### config.mk
export PLATFORM = sky130hd
export DESIGN_NAME = async_serial_port
export DESIGN_NICKNAME = d
export VERILOG_FILES = /design/src/include/serial_pkg.sv /design/src/core/baud_gen.sv /design/src/core/rx_fifo.sv /design/src/core/async_serial_port.sv
export SDC_FILE = /design/constraint.sdc
export NUM_CORES = 1
export LEC_CHECK = 0
export ABC_CLOCK_PERIOD_IN_PS = 4800
export BUFFER_PORTS_ARGS = -buffer_cell sky130_fd_sc_hd__buf_2
export CAP_MARGIN = 20
export CORE_MARGIN = 3
export CORE_UTILIZATION = 50
export DETAILED_ROUTE_END_ITERATION = 10
export HOLD_SLACK_MARGIN = 0.05
export PLACE_DENSITY = 0.66
export SLEW_MARGIN = 10
export SYNTH_ARGS = -nofsm -noshare
export SYNTH_HDL_FRONTEND = slang
export SYNTH_SLANG_ARGS = --single-unit
### constraint.sdc
create_clock -name clock -period 4.8 [get_ports clock]
set_input_delay 0.72 -clock clock [delete_from_list [all_inputs] [get_ports clock]]
set_output_delay 0.72 -clock clock [all_outputs]
set_load 0.05 [all_outputs]
### src/include/serial_pkg.sv
// shared constants, types and helpers of the asynchronous serial port
package serial_pkg;
	// register offsets
	localparam logic [2:0] OFF_DATA = 3'h0;
	localparam logic [2:0] OFF_CTRL = 3'h1;
	localparam logic [2:0] OFF_FMT  = 3'h2;
	localparam logic [2:0] OFF_BGC  = 3'h3;
	localparam logic [2:0] OFF_RLH  = 3'h4;
	localparam logic [2:0] OFF_RLL  = 3'h5;
	// serial_control_status bit positions
	localparam int CTRL_RX_READY = 0;
	localparam int CTRL_TX_DONE  = 1;
	localparam int CTRL_RBX      = 2;
	localparam int CTRL_TBX      = 3;
	localparam int CTRL_RX_EN    = 4;
	localparam int CTRL_IRQ_EN   = 5;
	localparam int CTRL_OVR      = 6;
	localparam int CTRL_PERR     = 7;
	// serial_format_control fields
	localparam int FMT_LEN_LSB   = 0;
	localparam int FMT_STOP2     = 2;
	localparam int FMT_XBE       = 3;
	localparam int FMT_PTYPE_LSB = 4;
	localparam int FMT_PE        = 6;
	localparam int FMT_MCE       = 7;
	// baud_gen_control fields
	localparam int BGC_PS_LSB = 0;
	localparam int BGC_SRC    = 5;
	localparam int BGC_EN     = 6;
	// reset values
	localparam logic [7:0]  FMT_RST    = 8'h03;
	localparam logic [7:0]  BGC_RST    = 8'h00;
	localparam logic [7:0]  RELOAD_RST = 8'h00;
	// prescaler select codes and their divide factors
	localparam logic [1:0] PS_DIV12 = 2'h0;
	localparam logic [1:0] PS_DIV4  = 2'h1;
	localparam logic [1:0] PS_DIV48 = 2'h2;
	localparam logic [1:0] PS_DIV1  = 2'h3;
	localparam logic [5:0] DIV_1    = 6'h01;
	localparam logic [5:0] DIV_4    = 6'h04;
	localparam logic [5:0] DIV_12   = 6'h0C;
	localparam logic [5:0] DIV_48   = 6'h30;
	localparam logic [15:0] TIMER_TOP = 16'hFFFF;
	// receive buffer: eight data bits plus the extra or stop bit
	localparam int FIFO_DEPTH = 3;
	localparam int FIFO_W     = 9;

	typedef enum logic [2:0] {
		FR_IDLE  = 3'b000,
		FR_START = 3'b001,
		FR_DATA  = 3'b010,
		FR_PAR   = 3'b011,
		FR_STOP1 = 3'b100,
		FR_STOP2 = 3'b101
	} frame_state_e;

	typedef struct packed {
		logic [2:0] addr;
		logic [7:0] wdata;
		logic       we;
		logic       re;
	} reg_req_s;

	// parity types: 0 odd, 1 even, 2 mark, 3 space
	function automatic logic parity_bit(input logic [1:0] pt, input logic [7:0] d);
		unique case (pt)
			2'h0: parity_bit = ~^d;
			2'h1: parity_bit = ^d;
			2'h2: parity_bit = 1'b1;
			2'h3: parity_bit = 1'b0;
		endcase
	endfunction : parity_bit

	function automatic logic [7:0] data_mask(input logic [1:0] len);
		data_mask = 8'hFF >> (2'h3 - len);
	endfunction : data_mask
endpackage : serial_pkg

### src/core/baud_gen.sv
// prescaled 16-bit reload timer giving the serial half-bit overflow tick
`timescale 1ns/1ps
`default_nettype none
module baud_gen (
	input  wire logic        clock,   // core system clock
	input  wire logic        resetn,  // async reset, active low
	input  wire logic        ce,      // clock enable
	input  wire logic        enable,  // generator enable
	input  wire logic [1:0]  ps_sel,  // prescaler select code
	input  wire logic [15:0] reload,  // timer reload value
	output logic             ovf      // one-cycle overflow pulse
);
	typedef struct packed {
		logic [5:0]  pre;
		logic [15:0] timer;
	} baud_state_s;

	baud_state_s s_q;
	baud_state_s s_d;
	logic [5:0]  lim;
	logic        tick;

	// code 11 is divide by one
	always_comb begin
		unique case (ps_sel)
			serial_pkg::PS_DIV12: lim = serial_pkg::DIV_12 - 6'h01;
			serial_pkg::PS_DIV4:  lim = serial_pkg::DIV_4 - 6'h01;
			serial_pkg::PS_DIV48: lim = serial_pkg::DIV_48 - 6'h01;
			serial_pkg::PS_DIV1:  lim = serial_pkg::DIV_1 - 6'h01;
		endcase
	end

	always_comb begin
		s_d  = s_q;
		tick = 1'b0;
		ovf  = 1'b0;
		if (!enable) begin
			s_d.pre   = 6'h00;
			s_d.timer = reload;
		end else begin
			if (s_q.pre >= lim) begin
				s_d.pre = 6'h00;
				tick    = ce;
			end else begin
				s_d.pre = s_q.pre + 6'h01;
			end
			if (tick) begin
				if (s_q.timer == serial_pkg::TIMER_TOP) begin
					s_d.timer = reload;
					ovf       = 1'b1;
				end else begin
					s_d.timer = s_q.timer + 16'h0001;
				end
			end
		end
	end

	always_ff @(posedge clock or negedge resetn) begin
		if (!resetn) begin
			s_q <= '0;
		end else if (ce) begin
			s_q <= s_d;
		end
	end

	reload_after_ovf_a: assert property (@(posedge clock) disable iff (!resetn)
		ovf |=> s_q.timer == $past(reload)) else $error("timer not reloaded after overflow");
	count_up_a: assert property (@(posedge clock) disable iff (!resetn)
		(ce && enable && tick && s_q.timer != serial_pkg::TIMER_TOP)
		|=> s_q.timer == $past(s_q.timer) + 16'h0001) else $error("timer did not step by one");
	div1_every_cycle_a: assert property (@(posedge clock) disable iff (!resetn)
		(ce && enable && ps_sel == serial_pkg::PS_DIV1 && s_q.pre == 6'h00) |-> tick)
		else $error("divide by one prescaler missed a tick");
endmodule : baud_gen
`default_nettype wire

### src/core/rx_fifo.sv
// three-entry receive buffer holding data byte plus extra bit
`timescale 1ns/1ps
`default_nettype none
module rx_fifo (
	input  wire logic        clock,   // core system clock
	input  wire logic        resetn,  // async reset, active low
	input  wire logic        ce,      // clock enable
	input  wire logic        push,    // store an entry
	input  wire logic [8:0]  wdata,   // entry to store
	input  wire logic        pop,     // drop the oldest entry
	output logic      [8:0]  head,    // oldest entry
	output logic      [1:0]  count,   // entries held
	output logic             full,    // three entries held
	output logic             empty    // nothing held
);
	typedef struct packed {
		logic [serial_pkg::FIFO_DEPTH-1:0][serial_pkg::FIFO_W-1:0] mem;
		logic [1:0] cnt;
		logic [1:0] rd;
		logic [1:0] wr;
	} fifo_state_s;

	fifo_state_s s_q;
	fifo_state_s s_d;
	logic        do_push;
	logic        do_pop;

	assign full  = s_q.cnt == 2'(serial_pkg::FIFO_DEPTH);
	assign empty = s_q.cnt == 2'h0;
	assign count = s_q.cnt;
	assign head  = s_q.mem[s_q.rd];

	assign do_push = push && !full;
	assign do_pop  = pop && !empty;

	always_comb begin
		s_d = s_q;
		if (do_push) begin
			s_d.mem[s_q.wr] = wdata;
			s_d.wr = (s_q.wr == 2'h2) ? 2'h0 : s_q.wr + 2'h1;
		end
		if (do_pop) begin
			s_d.rd = (s_q.rd == 2'h2) ? 2'h0 : s_q.rd + 2'h1;
		end
		s_d.cnt = s_q.cnt + {1'b0, do_push} - {1'b0, do_pop};
	end

	always_ff @(posedge clock or negedge resetn) begin
		if (!resetn) begin
			s_q <= '0;
		end else if (ce) begin
			s_q <= s_d;
		end
	end

	depth_bound_a: assert property (@(posedge clock) disable iff (!resetn)
		s_q.cnt <= 2'h3) else $error("receive buffer count above three");
	full_holds_a: assert property (@(posedge clock) disable iff (!resetn)
		(ce && full && push && !pop) |=> full && head == $past(head))
		else $error("push into full buffer changed contents");
endmodule : rx_fifo
`default_nettype wire

### src/core/async_serial_port.sv
// full-duplex asynchronous serial port with registers and baud generator
//
// Contract
// - transmitter and receiver run at once on separate lines.
// - receive buffer holds three bytes; one more is an overflow.
// - every data window write loads the transmit holding register.
// - data window read returns the oldest received byte, never transmit data.
// - with interrupts enabled, tx done or rx ready raises the request.
// - flags stay set until software clears them.
// - clearing rx ready is ignored while two or more bytes wait.
// - bit rate from 16-bit timer behind prescaler 1, 4, 12 or 48.
// - port runs only with the baud generator enabled.
// - baud control holds enable, clock source and prescaler select.
// - timer counts up per prescaled tick from the reload value.
// - rollover from all ones reloads the timer at once.
// - bit rate is clock over reload span, halved, over prescale.
// - low start, 5 to 8 bits lsb first, option bit, stop bits.
// - write starts sending; tx done sets at stop bit start.
// - store and flag only with space and high stop; no space is overrun, low stop drops.
// - parity mismatch sets a sticky error flag cleared by software.
`timescale 1ns/1ps
`default_nettype none
module async_serial_port (
	input  wire logic                 clock,    // core system clock, 40 MHz
	input  wire logic                 resetn,   // async reset, active low
	input  wire logic                 ce,       // clock enable, freezes all state
	input  wire serial_pkg::reg_req_s bus_req,  // register address, data, strobes
	output logic                [7:0] rdata,    // read data, cycle after read strobe
	input  wire logic                 rx_line,  // serial receive line
	output logic                      tx_line,  // serial transmit line
	output logic                      irq       // serial interrupt request
);
	typedef struct packed {
		logic                     rx_ready;
		logic                     tx_done;
		logic                     tbx;
		logic                     rx_en;
		logic                     irq_en;
		logic                     ovr;
		logic                     perr;
		logic [7:0]               fmt;
		logic [7:0]               bgc;
		logic [7:0]               rl_hi;
		logic [7:0]               rl_lo;
		serial_pkg::frame_state_e tx_st;
		logic [7:0]               tx_hold;
		logic                     tx_par;
		logic                     tx_pend;
		logic [7:0]               tx_shift;
		logic [2:0]               tx_bitn;
		logic                     tx_half;
		logic                     tx_line;
		serial_pkg::frame_state_e rx_st;
		logic                     rx_prev;
		logic                     rx_ph;
		logic [7:0]               rx_shift;
		logic [2:0]               rx_bitn;
		logic                     rx_xbit;
		logic                     rx_stopok;
		logic [7:0]               rdata;
		logic                     irq;
	} port_state_s;

	port_state_s s_q;
	port_state_s s_d;
	logic        ovf;
	logic        bgen;
	logic [1:0]  len;
	logic [2:0]  last_bit;
	logic        opt_bit;
	logic        stop2;
	logic [1:0]  ptype;
	logic        tx_bit_end;
	logic        rx_sample;
	logic [7:0]  rx_data;
	logic        rx_done;
	logic [8:0]  f_head;
	logic [1:0]  f_count;
	logic        f_full;
	logic        f_empty;
	logic        push;
	logic [8:0]  push_data;
	logic        pop;
	logic [7:0]  ctrl_view;

	assign bgen     = s_q.bgc[serial_pkg::BGC_EN];
	assign len      = s_q.fmt[serial_pkg::FMT_LEN_LSB +: 2];
	assign last_bit = {1'b0, len} + 3'h4;
	assign opt_bit  = s_q.fmt[serial_pkg::FMT_PE] | s_q.fmt[serial_pkg::FMT_XBE];
	// second stop bit only offered for six bits and up
	assign stop2    = s_q.fmt[serial_pkg::FMT_STOP2] && len != 2'h0;
	assign ptype    = s_q.fmt[serial_pkg::FMT_PTYPE_LSB +: 2];
	assign tx_bit_end = ovf && s_q.tx_half;
	assign rx_sample  = ovf && s_q.rx_ph;
	assign rx_data    = s_q.rx_shift >> (2'h3 - len);

	assign ctrl_view = {s_q.perr, s_q.ovr, s_q.irq_en, s_q.rx_en, s_q.tbx,
		f_head[8], s_q.tx_done, s_q.rx_ready};

	baud_gen u_baud (
		.clock  (clock),
		.resetn (resetn),
		.ce     (ce),
		.enable (bgen),
		.ps_sel (s_q.bgc[serial_pkg::BGC_PS_LSB +: 2]),
		.reload ({s_q.rl_hi, s_q.rl_lo}),
		.ovf    (ovf)
	);

	rx_fifo u_fifo (
		.clock  (clock),
		.resetn (resetn),
		.ce     (ce),
		.push   (push),
		.wdata  (push_data),
		.pop    (pop),
		.head   (f_head),
		.count  (f_count),
		.full   (f_full),
		.empty  (f_empty)
	);

	always_comb begin
		s_d       = s_q;
		push      = 1'b0;
		push_data = 9'h000;
		pop       = 1'b0;
		s_d.rdata = 8'h00;

		// software clears go first so hardware sets below win
		if (bus_req.we) begin
			unique case (bus_req.addr)
				serial_pkg::OFF_DATA: begin
					s_d.tx_hold = bus_req.wdata;
					s_d.tx_pend = 1'b1;
				end
				serial_pkg::OFF_CTRL: begin
					// keep rx ready while two or more bytes wait
					if (!bus_req.wdata[serial_pkg::CTRL_RX_READY] && f_count <= 2'h1)
						s_d.rx_ready = 1'b0;
					if (!bus_req.wdata[serial_pkg::CTRL_TX_DONE])
						s_d.tx_done = 1'b0;
					if (!bus_req.wdata[serial_pkg::CTRL_OVR])
						s_d.ovr = 1'b0;
					if (!bus_req.wdata[serial_pkg::CTRL_PERR])
						s_d.perr = 1'b0;
					s_d.tbx    = bus_req.wdata[serial_pkg::CTRL_TBX];
					s_d.rx_en  = bus_req.wdata[serial_pkg::CTRL_RX_EN];
					s_d.irq_en = bus_req.wdata[serial_pkg::CTRL_IRQ_EN];
				end
				serial_pkg::OFF_FMT: s_d.fmt   = bus_req.wdata;
				serial_pkg::OFF_BGC: s_d.bgc   = bus_req.wdata;
				serial_pkg::OFF_RLH: s_d.rl_hi = bus_req.wdata;
				serial_pkg::OFF_RLL: s_d.rl_lo = bus_req.wdata;
				default: ;
			endcase
		end
		if (bus_req.re) begin
			unique case (bus_req.addr)
				serial_pkg::OFF_DATA: begin
					s_d.rdata = f_empty ? 8'h00 : f_head[7:0];
					pop       = 1'b1;
				end
				serial_pkg::OFF_CTRL: s_d.rdata = ctrl_view;
				serial_pkg::OFF_FMT:  s_d.rdata = s_q.fmt;
				serial_pkg::OFF_BGC:  s_d.rdata = s_q.bgc;
				serial_pkg::OFF_RLH:  s_d.rdata = s_q.rl_hi;
				serial_pkg::OFF_RLL:  s_d.rdata = s_q.rl_lo;
				default:              s_d.rdata = 8'h00;
			endcase
		end

		// transmitter
		if (ovf)
			s_d.tx_half = ~s_q.tx_half;
		if (!bgen) begin
			s_d.tx_st   = serial_pkg::FR_IDLE;
			s_d.tx_line = 1'b1;
		end else begin
			unique case (s_q.tx_st)
				serial_pkg::FR_IDLE: begin
					s_d.tx_line = 1'b1;
					// start on pending write, aligned to a baud overflow
					// low start bit, so every bit lasts two full overflows
					if (s_q.tx_pend && ovf) begin
						s_d.tx_st    = serial_pkg::FR_START;
						s_d.tx_shift = s_q.tx_hold;
						s_d.tx_par   = serial_pkg::parity_bit(ptype,
							s_q.tx_hold & serial_pkg::data_mask(len));
						s_d.tx_pend  = bus_req.we && bus_req.addr == serial_pkg::OFF_DATA;
						s_d.tx_half  = 1'b0;
						s_d.tx_bitn  = 3'h0;
						s_d.tx_line  = 1'b0;
					end
				end
				serial_pkg::FR_START: if (tx_bit_end) begin
					s_d.tx_st   = serial_pkg::FR_DATA;
					s_d.tx_line = s_q.tx_shift[0];
				end
				serial_pkg::FR_DATA: if (tx_bit_end) begin
					if (s_q.tx_bitn == last_bit) begin
						if (opt_bit) begin
							s_d.tx_st   = serial_pkg::FR_PAR;
							s_d.tx_line = s_q.fmt[serial_pkg::FMT_PE] ? s_q.tx_par : s_q.tbx;
						end else begin
							s_d.tx_st   = serial_pkg::FR_STOP1;
							s_d.tx_line = 1'b1;
						end
					end else begin
						s_d.tx_bitn  = s_q.tx_bitn + 3'h1;
						s_d.tx_shift = s_q.tx_shift >> 1;
						s_d.tx_line  = s_q.tx_shift[1];
					end
				end
				serial_pkg::FR_PAR: if (tx_bit_end) begin
					s_d.tx_st   = serial_pkg::FR_STOP1;
					s_d.tx_line = 1'b1;
				end
				serial_pkg::FR_STOP1: if (tx_bit_end) begin
					s_d.tx_st = stop2 ? serial_pkg::FR_STOP2 : serial_pkg::FR_IDLE;
				end
				serial_pkg::FR_STOP2: if (tx_bit_end) begin
					s_d.tx_st = serial_pkg::FR_IDLE;
				end
				default: s_d.tx_st = serial_pkg::FR_IDLE;
			endcase
		end
		// done flag at stop bit start
		if (s_q.tx_st != serial_pkg::FR_STOP1 && s_d.tx_st == serial_pkg::FR_STOP1)
			s_d.tx_done = 1'b1;

		// receiver, independent of the transmitter
		// separate receive path
		s_d.rx_prev = rx_line;
		if (!bgen || !s_q.rx_en) begin
			s_d.rx_st = serial_pkg::FR_IDLE;
		end else begin
			if (ovf)
				s_d.rx_ph = ~s_q.rx_ph;
			unique case (s_q.rx_st)
				serial_pkg::FR_IDLE: if (s_q.rx_prev && !rx_line) begin
					s_d.rx_st     = serial_pkg::FR_START;
					s_d.rx_ph     = 1'b1;
					s_d.rx_bitn   = 3'h0;
					s_d.rx_stopok = 1'b1;
					s_d.rx_xbit   = 1'b0;
				end
				// start checked half a bit in, then sampled every bit
				serial_pkg::FR_START: if (rx_sample) begin
					s_d.rx_st = rx_line ? serial_pkg::FR_IDLE : serial_pkg::FR_DATA;
					s_d.rx_ph = 1'b0;
				end
				serial_pkg::FR_DATA: if (rx_sample) begin
					s_d.rx_shift = {rx_line, s_q.rx_shift[7:1]};
					if (s_q.rx_bitn == last_bit)
						s_d.rx_st = opt_bit ? serial_pkg::FR_PAR : serial_pkg::FR_STOP1;
					else
						s_d.rx_bitn = s_q.rx_bitn + 3'h1;
				end
				serial_pkg::FR_PAR: if (rx_sample) begin
					s_d.rx_xbit = rx_line;
					s_d.rx_st   = serial_pkg::FR_STOP1;
				end
				serial_pkg::FR_STOP1: if (rx_sample) begin
					s_d.rx_stopok = rx_line;
					s_d.rx_st     = stop2 ? serial_pkg::FR_STOP2 : serial_pkg::FR_IDLE;
				end
				serial_pkg::FR_STOP2: if (rx_sample) begin
					s_d.rx_stopok = s_q.rx_stopok & rx_line;
					s_d.rx_st     = serial_pkg::FR_IDLE;
				end
				default: s_d.rx_st = serial_pkg::FR_IDLE;
			endcase
		end
		rx_done = bgen && s_q.rx_en && rx_sample && (s_q.rx_st == serial_pkg::FR_STOP2 ||
			(s_q.rx_st == serial_pkg::FR_STOP1 && !stop2));
		if (rx_done) begin
			if (s_q.fmt[serial_pkg::FMT_PE] &&
				s_q.rx_xbit != serial_pkg::parity_bit(ptype, rx_data))
				s_d.perr = 1'b1;
			if (f_full) begin
				s_d.ovr = 1'b1;
			end else if (s_d.rx_stopok &&
				!(s_q.fmt[serial_pkg::FMT_MCE] && !s_q.rx_xbit)) begin
				push         = 1'b1;
				push_data    = {s_q.fmt[serial_pkg::FMT_XBE] && !s_q.fmt[serial_pkg::FMT_PE]
					? s_q.rx_xbit : s_d.rx_stopok, rx_data};
				s_d.rx_ready = 1'b1;
			end
		end

		s_d.irq = s_d.irq_en && (s_d.rx_ready || s_d.tx_done);
	end

	always_ff @(posedge clock or negedge resetn) begin
		if (!resetn) begin
			s_q         <= '0;
			s_q.fmt     <= serial_pkg::FMT_RST;
			s_q.bgc     <= serial_pkg::BGC_RST;
			s_q.rl_hi   <= serial_pkg::RELOAD_RST;
			s_q.rl_lo   <= serial_pkg::RELOAD_RST;
			s_q.tx_st   <= serial_pkg::FR_IDLE;
			s_q.rx_st   <= serial_pkg::FR_IDLE;
			s_q.tx_line <= 1'b1;
			s_q.rx_prev <= 1'b1;
		end else if (ce) begin
			s_q <= s_d;
		end
	end

	assign rdata   = s_q.rdata;
	assign tx_line = s_q.tx_line;
	assign irq     = s_q.irq;

	idle_line_high_a: assert property (@(posedge clock) disable iff (!resetn)
		s_q.tx_st == serial_pkg::FR_IDLE |-> tx_line) else $error("transmit line low while idle");
	tx_done_at_stop_a: assert property (@(posedge clock) disable iff (!resetn)
		(s_q.tx_st == serial_pkg::FR_STOP1 && $past(s_q.tx_st) != serial_pkg::FR_STOP1)
		|-> s_q.tx_done && tx_line) else $error("tx done not set at stop bit start");
	write_to_hold_a: assert property (@(posedge clock) disable iff (!resetn)
		(ce && bus_req.we && bus_req.addr == serial_pkg::OFF_DATA)
		|=> s_q.tx_hold == $past(bus_req.wdata) && s_q.tx_pend)
		else $error("data window write missed holding register");
	read_gives_rx_a: assert property (@(posedge clock) disable iff (!resetn)
		(ce && bus_req.re && bus_req.addr == serial_pkg::OFF_DATA && !f_empty)
		|=> rdata == $past(f_head[7:0])) else $error("data window read not oldest byte");
	irq_follows_a: assert property (@(posedge clock) disable iff (!resetn)
		ce ##1 (s_q.irq_en && (s_q.rx_ready || s_q.tx_done)) |-> irq)
		else $error("interrupt request missing");
	rx_ready_kept_a: assert property (@(posedge clock) disable iff (!resetn)
		(ce && s_q.rx_ready && f_count > 2'h1) |=> s_q.rx_ready)
		else $error("rx ready cleared with bytes waiting");
	flag_sticky_a: assert property (@(posedge clock) disable iff (!resetn)
		(s_q.tx_done && !(bus_req.we && bus_req.addr == serial_pkg::OFF_CTRL)) |=> s_q.tx_done)
		else $error("tx done cleared without software");
	no_run_disabled_a: assert property (@(posedge clock) disable iff (!resetn)
		(ce && !bgen) |=> s_q.tx_st == serial_pkg::FR_IDLE && tx_line)
		else $error("transmitter ran with generator off");
	overrun_set_a: assert property (@(posedge clock) disable iff (!resetn)
		(ce && rx_done && f_full) |=> s_q.ovr) else $error("overrun not flagged");

	frame_sent_c: cover property (@(posedge clock) disable iff (!resetn)
		s_q.tx_st == serial_pkg::FR_STOP1 ##1 s_q.tx_st == serial_pkg::FR_IDLE);
	byte_stored_c: cover property (@(posedge clock) disable iff (!resetn) push);
	buffer_full_c: cover property (@(posedge clock) disable iff (!resetn) f_full ##1 s_q.ovr);
	parity_err_c: cover property (@(posedge clock) disable iff (!resetn)
		!s_q.perr ##1 s_q.perr);
endmodule : async_serial_port
`default_nettype wire

Word-level counts from Yosys, hierarchy flattened

Index checks and enable logic that the tools add are counted.

Register bits: 147
Output and inout bits: 10
Logic and storage cells: 274

Add/subtract/negate cells: 10
Order comparisons: 5
Bitwise gates (word level): 6
Shift operators: 2
Equality and inequality tests: 49
Reduce and logical (&&, ||, !) cells: 64
Mux-type cells: 102

Operators with widths:

| kind                                           | number |
|---|---|
| two-way mux 3 bit                              | 20 |
| two-way mux 8 bit                              | 6 |
| case mux 8 bit (6 select lines)                | 1 |
| two-way mux 9 bit                              | 5 |
| two-way mux 1 bit                              | 41 |
| two-way mux 39 bit                             | 1 |
| case mux 3 bit (6 select lines)                | 2 |
| inequality test 3 bit (second input constant)  | 11 |
| two-way mux 16 bit                             | 2 |
| bitwise mux 27 bit                             | 1 |
| case mux 6 bit (4 select lines)                | 1 |
| two-way mux 11 bit                             | 2 |
| two-way mux 22 bit                             | 1 |
| case mux 11 bit (2 select lines)               | 1 |
| == test 3 bit (second input constant)          | 7 |
| logical AND 1 bit                              | 20 |
| binary-select mux 9 bit (select 2 bit)         | 1 |
| demux 9 bit (select 2 bit)                     | 1 |
| == test 3 x 2 -> 1 bit (second input constant) | 6 |
| AND reduction 3 bit                            | 6 |
| adder 16 x 1 -> 16 bit (second input constant) | 1 |
| == test 16 bit (second input constant)         | 1 |
| XNOR reduction 8 bit                           | 2 |
| parity 8 bit                                   | 2 |
| other kinds (45)                               | 96 |

Longest topological paths before layout

Depth in word-level cells: 18
Depth in mapped cells: 15
Gate-level depth less buffers: 14

Modules after synthesis

From an unflattened synthesis, not the netlist that was laid out.

Cell total of the unflattened synthesis: 810
Area total of the unflattened synthesis: 8180.3 um^2

Modules (own cells, without submodules):

| module            | cells an instance | times used | area an instance (um^2) |
|---|---|---|---|
| async_serial_port | 511               | 1          | 5081.1 |
| rx_fifo           | 118               | 1          | 1587.8 |
| baud_gen          | 181               | 1          | 1511.4 |

Least setup slack after synthesis

OpenSTA, ideal clock, no wires.

Path kind: flip-flop to flip-flop
Start point: register s_q[69] (netlist name)
End point: register u_fifo.s_q[15] (netlist name)
Buffers on the path: 2
Path slack: 1.501 ns
Clock period less this slack: 3.299 ns
Stages on the path, launching flop included: 14
Arrival: 3.174 ns
Cells stage by stage: dfrtp_1 nand2b_1 ha_1 nand4b_1 o21a_1 nor3_1 ha_1 clkbuf_1 a41o_1 a22o_4 nand4_4 or3b_1 buf_6 mux2_4

Cells in the longest elaborated chain, start to end: 17

RTL lines:

| what                                  | RTL line                                           | RTL |
|---|---|---|
| from (decl)                           | async_serial_port.sv:64                            | `port_state_s s_q;` |
| == test 2 bit (tied with other cells) | baud_gen.sv:25                                     | `unique case (ps_sel)` |
| case mux 6 bit (4 select lines) (*)   | baud_gen.sv:25                                     |  |
| >= comparator 6 bit (*)               | baud_gen.sv:41                                     | `if (s_q.pre >= lim) begin` |
| two-way mux 1 bit (*)                 | baud_gen.sv:41                                     |  |
| two-way mux 1 bit (*)                 | baud_gen.sv:37                                     | `if (!enable) begin` |
| two-way mux 1 bit (*)                 | baud_gen.sv:47                                     | `if (tick) begin` |
| two-way mux 1 bit (*)                 | baud_gen.sv:37                                     |  |
| logical AND 1 bit (*)                 | async_serial_port.sv:94                            | `assign rx_sample = ovf && s_q.rx_ph;` |
| two-way mux 1 bit (on tied branches)  | async_serial_port.sv:268, async_serial_port.sv:264 |  |
| case mux 1 bit (3 select lines)       | async_serial_port.sv:240                           | `unique case (s_q.rx_st)` |
| two-way mux 1 bit                     | async_serial_port.sv:235                           | `if (!bgen \|\| !s_q.rx_en) begin` |
| logical AND 1 bit                     | async_serial_port.sv:283                           | `end else if (s_d.rx_stopok &&` |
| two-way mux 1 bit                     | async_serial_port.sv:283                           |  |
| two-way mux 1 bit                     | async_serial_port.sv:281                           | `if (f_full) begin` |
| two-way mux 1 bit                     | async_serial_port.sv:277                           | `if (rx_done) begin` |
| logical AND 1 bit                     | rx_fifo.sv:33                                      | `assign do_push = push && !full;` |
| AND reduction 2 bit (no line)         | -                                                  |  |
| to (decl)                             | rx_fifo.sv:23                                      | `fifo_state_s s_q;` |

Every way passes the cells marked *; elsewhere a longest branch is shown, timed or not. The select of a mux whose other input is x is not followed.
A chain may end at the register's enable or synchronous reset.

Worst setup path in the final report

Start point: register s_q[69] (netlist name)
End point: register u_fifo.s_q[19] (netlist name)

Same word-level chain as after synthesis.

==> results.toml <==
[grt]
antenna_found_initial = 1
grt_first_pass_wirelength_mm = 32.41
grt_overflow = 0
grt_pass1_vias = 6119
grt_usage = 0.2304
grt_max_degree = 79

[worst_setup_path]
r2r_start = "s_q[69]"
path_max_fanout = 10
rr_endpoint = "u_fifo.s_q[19]"
cp.required_ns = 5.11
startpoint_type = "flip-flop"
cp.arrival_ns = 4.35
startpoint = "s_q[69]"
path_class = "reg -> reg"
r2r.worst_path.cells = 11
r2r_setup_slack_ns = 0.76
end_kind = "flip-flop"
crit_path_end = "u_fifo.s_q[19]"

[routing]
dr.max_layer_used = "met5"
met2_length_mm = 9.769
final_antenna_net_count = 0
via_per_inst = 6.098
wirelength_met1_mm = 8.587
finalWirelength_mm = 19.64
vias = 6122
drt-pass1-iter-count = 6
drc = 0
first_iter_violations = 574
met3WireLength_um = 953
routedWlPerCell_um = 19.56

[finish]
fin_util = 0.5661
finalNetCount = 806
areaGrowthSynthToFinish_pct = 10.71
drive_gt1_frac = 0.2284
nFillCells = 1368
num_antenna_cells = 0
instances_no_fill = 1004

[synth]
synth_edf_count = 0
synth_cell_types = 72
synth.top_cell.area_share = 0.4390
ys_async_sr_fraction = 1.000
ys.flop_type = "dfrtp_1"
syn_nets = 805
syn_area_per_cell_sq_um = 10.53
synth.area.top_cells = "dfrtp_1 (44%), mux2_2 (12%), o21ai_0 (3.5%), nand2_1 (2.9%), mux2i_1 (2.7%)"
synth_cells = 774
yosys.area.top_type = "dfrtp_1"
yosysSeqAreaShare = 0.4519
yosysWarnings = 0
ys_ff_latch = 147
synth_area_sq_mm = 0.008152

[timing]
finalSetupViolations = 0
whs_ns = 0.3195
skew_ns = 0.008660
fmax_mhz = 247.6
worstMarginPinSlew_ns = 0.7307
slew_violations = 0
fin_crit_sh = 0.8414
finalSetupTns_ns = 0
fin_crit_ns = 4.039
slew_headroom = 0.5129
hold_viol = 0
rsz0062_at_grt = "no"

[clocking]
hold_buffers = 0
cts_max_level = 4
clk_pin_slew_worst_paths_ns = 0.06
cts_tree = "done"
clkSinkCount = 147
postCtsSetupRepairBufs = 0
cts-resized-gates = 0
cts_buffer_depth = 2
cts_inserted_buffers = 17
clockRootBuffer = "clkbuf_16"
clk_latency_ns = 0.43

[floorplan]
initial_core_util = 0.5113
io_pins = 27
num_rows = 46
core_area_sq_mm = 0.01594
dieArea_sq_mm = 0.01787
die_w_um = 133.7
die_h_um = 133.7

[power]
peakVddDrop_v = 0.0002990
power.density_mw_per_mm2 = 449.5
p_leak_nw = 4.039
finalPower_mw = 4.057

[min_path]
hold_class = "in -> async"

[place]
dpl.cell_count = 972
dp_hpwl_mm = 13.90
gp_congestion = 0.9493
port_buffers = 26

[run_status]
status = "finished clean"

[flow_run]
cap_viol_max_count = 0
==> cell usage after synthesis (all sizes together) (8+ instances only) <==
cell type  instances
and3              12
nor2              46
buf               20
nor3              10
a22o              11
xor2               8
mux2i             22
clkbuf            32
mux2              93
o21ai             58
o31ai              8
nand4             13
o2bb2ai           10
a22oi             10
xnor2             11
nand2             63
ha                14
o22ai              8
inv               20
nor2b             14
nand3             19
dfrtp            143
a21oi             38
==> cells by family (layout without fill, tap and decap cells) <==
family	after synthesis	count (layout)	synth area share
flip-flops	147	147	0.4519
AND/OR/NAND/NOR	213	213	0.1351
AO/OA/AOI/OAI	187	187	0.1529
adder cells (fa/ha/maj)	14	14	0.02149
XOR/XNOR	21	21	0.02594
multiplexers	119	119	0.1707
buffers and inverters	73	87	0.04205
==> sequential cells by signal, summed over array words and instances (netlist names) <==
signal	count
ptype	2
u_fifo.s_q	31
ctrl_view	7
irq	1
bgen	1
u_fifo.count	2
u_baud.s_q	22
len	2
rdata	8
tx_line	1
s_q	70
==> final cells by class <==
class | instances | area, sq um | area share
clock buffers | 20 | 446.7 | 0.04949
repair buffers | 34 | 193.9 | 0.02149
multi-input cells | 554 | 4125 | 0.4571
clock inverters | 12 | 226.5 | 0.02509
inverters | 21 | 78.83 | 0.008734
well taps | 216 | 270.3 | 0.02995
flip-flops and latches | 147 | 3684 | 0.4082
==> layout by cell type, fill, tap and decap left out, types with 7 or more instances in the layout <==
master / Yosys / routed
nor2b_1: 14 / 14
xnor2_1: 11 / 11
nor2_1: 45 / 45
a21oi_1: 37 / 37
xor2_1: 8 / 8
a22o_1: 10 / 10
buf_4: 10 / 7
nand4_1: 12 / 12
mux2_4: 9 / 9
inv_1: 20 / 20
o31ai_1: 8 / 8
nor3_1: 8 / 8
o21ai_0: 57 / 57
mux2_2: 84 / 84
mux2i_1: 22 / 22
o22ai_1: 8 / 8
o2bb2ai_1: 10 / 10
a22oi_1: 10 / 10
ha_1: 14 / 14
and3_1: 12 / 12
buf_2: 6 / 26
dfrtp_1: 143 / 143
clkbuf_16: 0 / 17
nand3_1: 19 / 19
nand2_1: 63 / 63
==> how the worst min path moves through the flow <==
stage                         from       end  slack [ns]  cells after the start
after floorplan             resetn      bgen        0.42                      0
after global placement    rdata[2]  rdata[2]        0.48                      1
after detailed placement  rdata[3]  rdata[3]        0.48                      1
after CTS                   resetn   s_q[30]        0.36                      1
after global routing        resetn   s_q[36]        0.37                      1
final                       resetn   s_q[30]        0.32                      1
==> metrics by stage <==
step / setup WS [ns] / instance area, sq um
2_1_floorplan: 1.501 / 8152
4_1_cts: 0.8164 / 9025
5_1_grt: 0.5683 / 9025
6_report: 0.7612 / 9025
3_3_place_gp: 1.028 / 8347
3_5_place_dp: 0.8351 / 8352
==> worst max-delay path, cell delays in order, from the launching register on <==
cell and delay, ns:
dfrtp_1 0.42, nand2b_1 0.20, ha_1 0.32, nand4b_1 0.17, o21a_1 0.30, nor3_1 0.55, ha_1 0.40, o2111ai_1 0.18
inv_1 0.17, nand4_4 0.16, or3b_1 0.66, mux2_4 0.39
==> metal layers <==
metal  track usage  vias to the layer above
met2        0.3784                      188
met5             0                        -
li1              -                     2838
met3       0.05136                       27
met4       0.07257                        2
met1        0.3068                     3067
==> where the power goes <==
part | switching, mW | total (mW) | internal, mW | leakage [nW]
logic | 0.460 | 0.829 | 0.369 | 1.81
clock network | 0.529 | 1.52 | 0.992 | 0.321
registers | 0.270 | 1.71 | 1.44 | 1.90
Note: power is estimated with default switching activity, not from simulation.
